==> config.mk <==
export PLATFORM = sky130hd
export DESIGN_NAME = acc_ctrl
export DESIGN_NICKNAME = d
export VERILOG_FILES = /design/src/design/acc_pkg.sv /design/src/design/acc_sync.sv /design/src/design/acc_ctrl.sv
export VERILOG_INCLUDE_DIRS = /design/src /design/src/design
export SDC_FILE = /design/constraint.sdc
export NUM_CORES = 1
export LEC_CHECK = 0
export ABC_CLOCK_PERIOD_IN_PS = 5400
export BUFFER_PORTS_ARGS = -buffer_cell sky130_fd_sc_hd__buf_4
export CORE_MARGIN = 10
export CORE_UTILIZATION = 61
export CTS_CLUSTER_DIAMETER = 100
export DETAILED_ROUTE_END_ITERATION = 16
export PLACE_DENSITY = 0.83
export SLEW_MARGIN = 40
export SYNTH_ARGS = -nofsm -noshare
export SYNTH_HDL_FRONTEND = slang
export SYNTH_HIERARCHICAL = 1
export SYNTH_SLANG_ARGS = --single-unit
==> constraint.sdc <==
create_clock -name clk_sys -period 5.4 [get_ports clk_sys]
set_input_delay 0.54 -clock clk_sys [delete_from_list [all_inputs] [get_ports clk_sys]]
set_output_delay 0.54 -clock clk_sys [all_outputs]
set_load 0.01 [all_outputs]
==> src/design/acc_pkg_map.svh <==
// timing and width constants for the converter bus controller
// assumes: 25 MHz system clock (40 ns period)
`ifndef ACC_PKG_MAP_SVH
`define ACC_PKG_MAP_SVH
`define ACC_CLK_NS 40
`define ACC_T_WIDTH_NS 300
`define ACC_T_CONV_NS 10000
`define ACC_T_ACCESS_NS 250
`define ACC_T_STATUS_DATA_NS 250
`define ACC_T_START_NS 700
`define ACC_T_HOLD_NS 25
`define ACC_T_FLOAT_NS 150
`define ACC_CYC_WIDTH ((`ACC_T_WIDTH_NS + `ACC_CLK_NS - 1) / `ACC_CLK_NS)
`define ACC_CYC_ACCESS ((`ACC_T_ACCESS_NS + `ACC_CLK_NS - 1) / `ACC_CLK_NS)
`define ACC_CYC_SDATA ((`ACC_T_STATUS_DATA_NS + `ACC_CLK_NS - 1) / `ACC_CLK_NS)
`define ACC_CYC_START ((`ACC_T_START_NS + `ACC_CLK_NS - 1) / `ACC_CLK_NS)
`define ACC_CYC_FLOAT ((`ACC_T_FLOAT_NS + `ACC_CLK_NS - 1) / `ACC_CLK_NS)
`define ACC_CYC_CONT ((`ACC_T_CONV_NS + `ACC_T_ACCESS_NS + `ACC_CLK_NS - 1) / `ACC_CLK_NS)
`define ACC_CNT_W 9
`define ACC_SYNC_CYC 2
`endif

==> src/design/acc_pkg.sv <==
// types shared by the converter bus controller
// assumes: nothing outside
package acc_pkg;
    typedef enum logic [2:0] {
        ACC_IDLE = 3'b000,
        ACC_STROBE = 3'b001,
        ACC_WAIT_HI = 3'b011,
        ACC_WAIT_LO = 3'b010,
        ACC_READ = 3'b110,
        ACC_RELEASE = 3'b111
    } acc_state_t;

    typedef struct packed {
        logic sel_a_n;
        logic sel_b_n;
        logic dir;
        logic coding;
        logic input_polarity_select;
    } acc_pins_t;
endpackage

==> src/design/acc_sync.sv <==
// two-flop synchroniser, one per bit
// assumes: inputs asynchronous to clk_sys
`timescale 1ns/1ps
module acc_sync #(
    parameter int WIDTH = 9
) (
    // clock and reset
    input wire logic clk_sys,
    input wire logic srst,
    // data
    input wire logic [WIDTH-1:0] async_in,
    output logic [WIDTH-1:0] sync_out
);
    logic [WIDTH-1:0] stage1;

    genvar i;
    generate
        for (i = 0; i < WIDTH; i++) begin : g_bit
            always_ff @(posedge clk_sys) begin
                if (srst) begin
                    stage1[i] <= 1'b0;
                    sync_out[i] <= 1'b0;
                end else begin
                    stage1[i] <= async_in[i];
                    sync_out[i] <= stage1[i];
                end
            end
        end
    endgenerate
endmodule

==> src/design/acc_ctrl.sv <==
// controller that drives the 8-bit converter over its select, direction and data pins
// assumes: pins of the converter are asynchronous; user side is on clk_sys
//
// Behaviour
// - hold strobe low at least 300 ns
// - stand-alone: tie selects, pulse direction low
// - while selected, raise direction only while status high; idle raises it with selects high
// - continuous: direction low at least 10.25 us
// - coding and polarity set before convert
`timescale 1ns/1ps
`include "acc_pkg_map.svh"
module acc_ctrl
    import acc_pkg::*;
(
    // clock and reset
    input wire logic clk_sys,
    input wire logic srst,
    // user request side
    input wire logic req_convert,
    input wire logic req_continuous,
    input wire logic req_coding,
    input wire logic req_input_polarity_select,
    output logic busy,
    output logic result_valid,
    output logic [7:0] result,
    // converter pins
    output acc_pins_t pins,
    input wire logic adc_status,
    input wire logic [7:0] adc_data
);
    // ------------------------------------------------------------
    // input synchronisers
    // ------------------------------------------------------------
    logic [8:0] sync_bus;
    logic status_s;
    logic [7:0] data_s;

    acc_sync #(.WIDTH(9)) u_sync (
        .clk_sys(clk_sys),
        .srst(srst),
        .async_in({adc_status, adc_data}),
        .sync_out(sync_bus)
    );
    assign status_s = sync_bus[8];
    assign data_s = sync_bus[7:0];

    // ------------------------------------------------------------
    // status edge
    // ------------------------------------------------------------
    // synced status lags the pin, so its level may already be stale;
    // only its rising edge promises a whole conversion still ahead
    logic status_d;

    always_ff @(posedge clk_sys) begin
        if (srst) begin
            status_d <= 1'b0;
        end else begin
            status_d <= status_s;
        end
    end

    // ------------------------------------------------------------
    // sequencer
    // ------------------------------------------------------------
    localparam logic [`ACC_CNT_W-1:0] CYC_WIDTH = `ACC_CNT_W'(`ACC_CYC_WIDTH);
    localparam logic [`ACC_CNT_W-1:0] CYC_ACCESS = `ACC_CNT_W'(`ACC_CYC_ACCESS + `ACC_CYC_SDATA);
    localparam logic [`ACC_CNT_W-1:0] CYC_START = `ACC_CNT_W'(`ACC_CYC_START + `ACC_SYNC_CYC);
    localparam logic [`ACC_CNT_W-1:0] CYC_FLOAT = `ACC_CNT_W'(`ACC_CYC_FLOAT);
    localparam logic [`ACC_CNT_W-1:0] CYC_CONT = `ACC_CNT_W'(`ACC_CYC_CONT);
    localparam logic [`ACC_CNT_W-1:0] CNT_ONE = `ACC_CNT_W'(1);

    acc_state_t state;
    logic [`ACC_CNT_W-1:0] cnt;
    logic [`ACC_CNT_W-1:0] low_time;
    logic cont_mode;
    logic cnt_done;

    assign cnt_done = (cnt == '0);

    always_ff @(posedge clk_sys) begin
        if (srst) begin
            state <= ACC_IDLE;
            cnt <= '0;
            cont_mode <= 1'b0;
        end else begin
            if (!cnt_done) begin
                cnt <= cnt - CNT_ONE;
            end
            case (state)
                ACC_IDLE: begin
                    // no new start while the converter still reports busy
                    if (req_convert && !status_s) begin
                        state <= ACC_STROBE;
                        cont_mode <= req_continuous;
                        cnt <= CYC_WIDTH;
                    end
                end
                ACC_STROBE: begin
                    if (cnt_done) begin
                        state <= ACC_WAIT_HI;
                        cnt <= CYC_START;
                    end
                end
                ACC_WAIT_HI: begin
                    // status must show within the start delay, else give up
                    if (status_s) begin
                        state <= ACC_WAIT_LO;
                    end else if (cnt_done) begin
                        state <= ACC_RELEASE;
                        cnt <= CYC_FLOAT;
                    end
                end
                ACC_WAIT_LO: begin
                    if (!status_s && !(cont_mode && !pins.dir)) begin
                        state <= ACC_READ;
                        cnt <= CYC_ACCESS;
                    end
                end
                ACC_READ: begin
                    if (cnt_done) begin
                        state <= ACC_RELEASE;
                        cnt <= CYC_FLOAT;
                    end
                end
                ACC_RELEASE: begin
                    if (cnt_done) begin
                        state <= ACC_IDLE;
                    end
                end
                default: begin
                    state <= ACC_IDLE;
                end
            endcase
        end
    end

    // ------------------------------------------------------------
    // continuous-mode low time of direction
    // ------------------------------------------------------------
    always_ff @(posedge clk_sys) begin
        if (srst) begin
            low_time <= '0;
        end else if (pins.dir) begin
            low_time <= '0;
        end else if (low_time != CYC_CONT) begin
            low_time <= low_time + CNT_ONE;
        end
    end

    // ------------------------------------------------------------
    // pin drive
    // ------------------------------------------------------------
    always_ff @(posedge clk_sys) begin
        if (srst) begin
            pins <= '{sel_a_n: 1'b1, sel_b_n: 1'b1, dir: 1'b1, coding: 1'b0, input_polarity_select: 1'b0};
        end else begin
            case (state)
                ACC_IDLE: begin
                    pins.sel_a_n <= 1'b1;
                    pins.sel_b_n <= 1'b1;
                    pins.dir <= 1'b1;
                    if (req_convert && !status_s) begin
                        pins.coding <= req_coding;
                        pins.input_polarity_select <= req_input_polarity_select;
                        // both selects tied together as one strobe
                        pins.sel_a_n <= 1'b0;
                        pins.sel_b_n <= 1'b0;
                        pins.dir <= 1'b0;
                    end
                end
                ACC_WAIT_HI: begin
                    if (status_s && !cont_mode) begin
                        pins.dir <= 1'b1;
                    end
                end
                ACC_WAIT_LO: begin
                    // lift direction only on a fresh status rise, after a long enough low time
                    if (cont_mode && status_s && !status_d && !req_continuous && low_time == CYC_CONT) begin
                        pins.dir <= 1'b1;
                    end
                end
                ACC_RELEASE: begin
                    pins.sel_a_n <= 1'b1;
                    pins.sel_b_n <= 1'b1;
                end
                default: begin
                end
            endcase
        end
    end

    // ------------------------------------------------------------
    // user side
    // ------------------------------------------------------------
    always_ff @(posedge clk_sys) begin
        if (srst) begin
            busy <= 1'b0;
            result_valid <= 1'b0;
            result <= 8'h00;
        end else begin
            busy <= (state != ACC_IDLE);
            result_valid <= 1'b0;
            // sample at the end of access time, bus data settled
            if (state == ACC_READ && cnt_done) begin
                result <= data_s;
                result_valid <= 1'b1;
            end
        end
    end
endmodule

==> results.toml <==
[min_path]
hold_end = "u_sync/stage1[7]"
min_path_cells = 2
holdCritStartpoint = "adc_data[7]"
min-delay-path-class = "primary input to flop"

[global_routing]
grt_max_degree = 47
antenna_found_initial = 0
grt_first_pass_wirelength_mm = 7.872
grt_util_all_layers_pct = 14.68
grt_overflow = 0
grt_pass1_vias = 1704

[critical_path]
critPathMaxFanout = 6
path_cells = "inv_1 -> ha_1 -> or3b_2 -> nor3_4 -> inv_2 -> ha_1 -> a2bb2oi_1 -> nor2_1"
crit_top_cell = "ha_1"
worst_r2r_endpoint = "cnt[0]"
cp_data_required_time_ns = 5.59
start_kind = "flop"
rr_worst_depth = 8
worstSetupPathType = "flop to flop"
r2r_setup_slack_ns = 3.14
critPathBufInv = 2
reg2reg_from = "cnt[0]"
arrival_ns = 2.45
critical_path.top_delay_family = "simple AND/OR/NAND/NOR gates"
path_depth = 8
cpPeakStageDelay_ns = 0.53
endpoint_kind = "flop"
slowest_stage = "or3b_2"

[layout]
area_delta_synth_final_pct = 14.59
final_common_cell = "dfxtp_1"
multiInputGateArea_um2 = 1157
fin_cells = 334
register_area_um2 = 1101
most-common-layout-cells = "55 x dfxtp_1, 32 x nand2_1, 29 x buf_4, 21 x nor2_1, 21 x a21oi_1"
n_antenna_cell = 0
fillCellCount = 283
nNetsFinal = 304
layout-drive-gt1-share_pct = 17.13

[synthesis]
synth_top_area_share_pct = 47.03
synth_largest_area_cell = "dfxtp_1"
synthCells = 259
synth-edff-count = 0
synth-simple-area-share_pct = 28.27
avgSynthCellArea_um2 = 9.039
synth-xor-area-share_pct = 2.993
ys_seq_area_share_pct = 47.03
synth_top_family_by_area = "simple AND/OR/NAND/NOR gates"
synth-compound-area-share_pct = 14.27
ys_top_cells_by_area = "dfxtp_1 47%, nand2_1 5.1%, a21oi_1 4.5%"
synth_warnings = 6
yosys.area_share.adder_pct = 2.138
syn-cell-area_um2 = 2341
synth_mux_area_share_pct = 1.764
synthArstFlopShare_pct = 0
ys_types = 52
synth_top_flop_cell = "dfxtp_1"
syn_nets = 278
synth_seq_cells = 55

[detailed_routing]
first_pass_iters = 4
wl_per_cell_um = 14.04
wl_mm = 4.689
drc = 0
ant_nets = 0
initialDrtViolationCount = 216
avgViaCountPerCell = 5.581
vias = 1864

[placement]
gp_congestion = 0.9069
numPortBuffers = 29
dp.cells = 326
hpwl_mm = 3.294

[die]
ios = 30
die_area_um2 = 6716
fp.dieH_um = 81.95
floorplan.initialDensity_pct = 63.47
fp.dieW_um = 81.95
core_area_um2 = 3689
rows = 22

[clock_tree]
clk_latency_ns = 0.31
cts_buffer_depth = 2
cts_sinks = 55
postCtsSetupBuffers = 0
cts_root_buf = "clkbuf_8"
hold_buffers = 0
cts_buffers = 5
cts_max_level = 2
cts_tree = "yes"
cts_resized = 0
clk_pin_slew_ns = 0.10

[timing]
hold_viol_final = 0
max_slew_margin_pct = 65.79
fin_crit_sh_pct = 41.89
finalCriticalPeriod_ns = 2.262
skew_ns = 0.01243
slew_viol_final = 0
whs_ns = 0.4316
rsz0062_at_grt = "false"
tightest_slew_ns = 0.5125
fmax_mhz = 442.1
setup_viol = 0
tns_ns = 0

[status]
status = "finished clean"

[power]
p_total_w = 0.001224
leakagePower_nw = 1.086
peakVddDrop_v = 0.0002651
power_density_nw_per_um2 = 456.4

[run]
drv_cap = 0
==> flip-flops by register name (all words and copies together) (netlist names) <==
| register | count |
|---|---|
| cnt | 9 |
| u_sync/sync_out | 9 |
| pins | 4 |
| state | 3 |
| status_d | 1 |
| result_valid | 1 |
| busy | 1 |
| low_time | 9 |
| u_sync/stage1 | 9 |
| result | 8 |
| cont_mode | 1 |
==> synth_stat cells, types with 2 or more instances <==
cell / count
o21ai_0: 11
a211oi_1: 2
nor4b_1: 3
a2bb2oi_1: 2
nand3_1: 6
mux2i_1: 3
or4_4: 2
a31oi_1: 2
nor2b_1: 16
and2b_1: 7
inv_1: 7
or3_1: 5
a21oi_1: 21
nand2_1: 32
buf_4: 2
o211ai_1: 2
and2_1: 2
o32ai_1: 3
nor2_1: 21
clkbuf_1: 6
nor3_1: 5
xnor2_1: 3
dfxtp_1: 55
or2_2: 2
xor2_1: 5
nor4_1: 2
nand3b_1: 2
nand2b_1: 3
ha_1: 4
==> worst max path at each step <==
stage / slack (ns) / to / from
final: 3.14 / cnt[0] / cnt[0]
after global routing: 2.99 / cnt[0] / cnt[0]
after CTS: 3.16 / cnt[0] / cnt[0]
after detailed placement: 3.25 / cnt[0] / cnt[0]
after global placement: 3.34 / cnt[0] / cnt[0]
after floorplan: 3.44 / cnt[0] / cnt[0]
==> report_power, final <==
group | leakage, nW | total, W | internal (W) | switching [W]
registers | 0.450 | 0.000510 | 0.000450 | 0.0000594
clock network | 0.0587 | 0.000276 | 0.000141 | 0.000135
logic | 0.578 | 0.000439 | 0.000197 | 0.000242
==> cell families (layout without fill, tap and decap cells) <==
family,Yosys count,count (layout)
mux,4,4
simple gates,117,117
xor+xnor,8,8
buf+inv,18,45
flops,55,55
compound gates,53,53
fa+ha+maj,4,4
==> area by class of cell <==
cell class	count	share of cell area (%)
clock buffers	5	2.565
clock inverters	3	1.772
inverters	8	1.119
multi-input cells	186	43.14
flip-flops and latches	55	41.04
well taps	48	2.239
repair buffers	29	8.116
==> routing by layer <==
metal / vias up / GRT usage, % / wire length (um)
li1: 950 / - / -
met1: 864 / 18.38 / 2144
met2: 41 / 23.35 / 2224
met3: 9 / 4.585 / 241
met4: 0 / 5.102 / 78
met5: - / 0 / 0
==> per-stage QoR <==
stage / area, um^2 / worst slack, ns / utilization (%)
6_report: 2683 / 3.138 / 72.73
4_1_cts: 2683 / 3.155 / 72.73
3_3_place_gp: 2566 / 3.339 / 69.57
5_1_grt: 2683 / 2.994 / 72.73
2_1_floorplan: 2341 / 3.443 / -
3_5_place_dp: 2566 / 3.253 / 69.57
No activity file was read; power rests on OpenSTA's default activity.
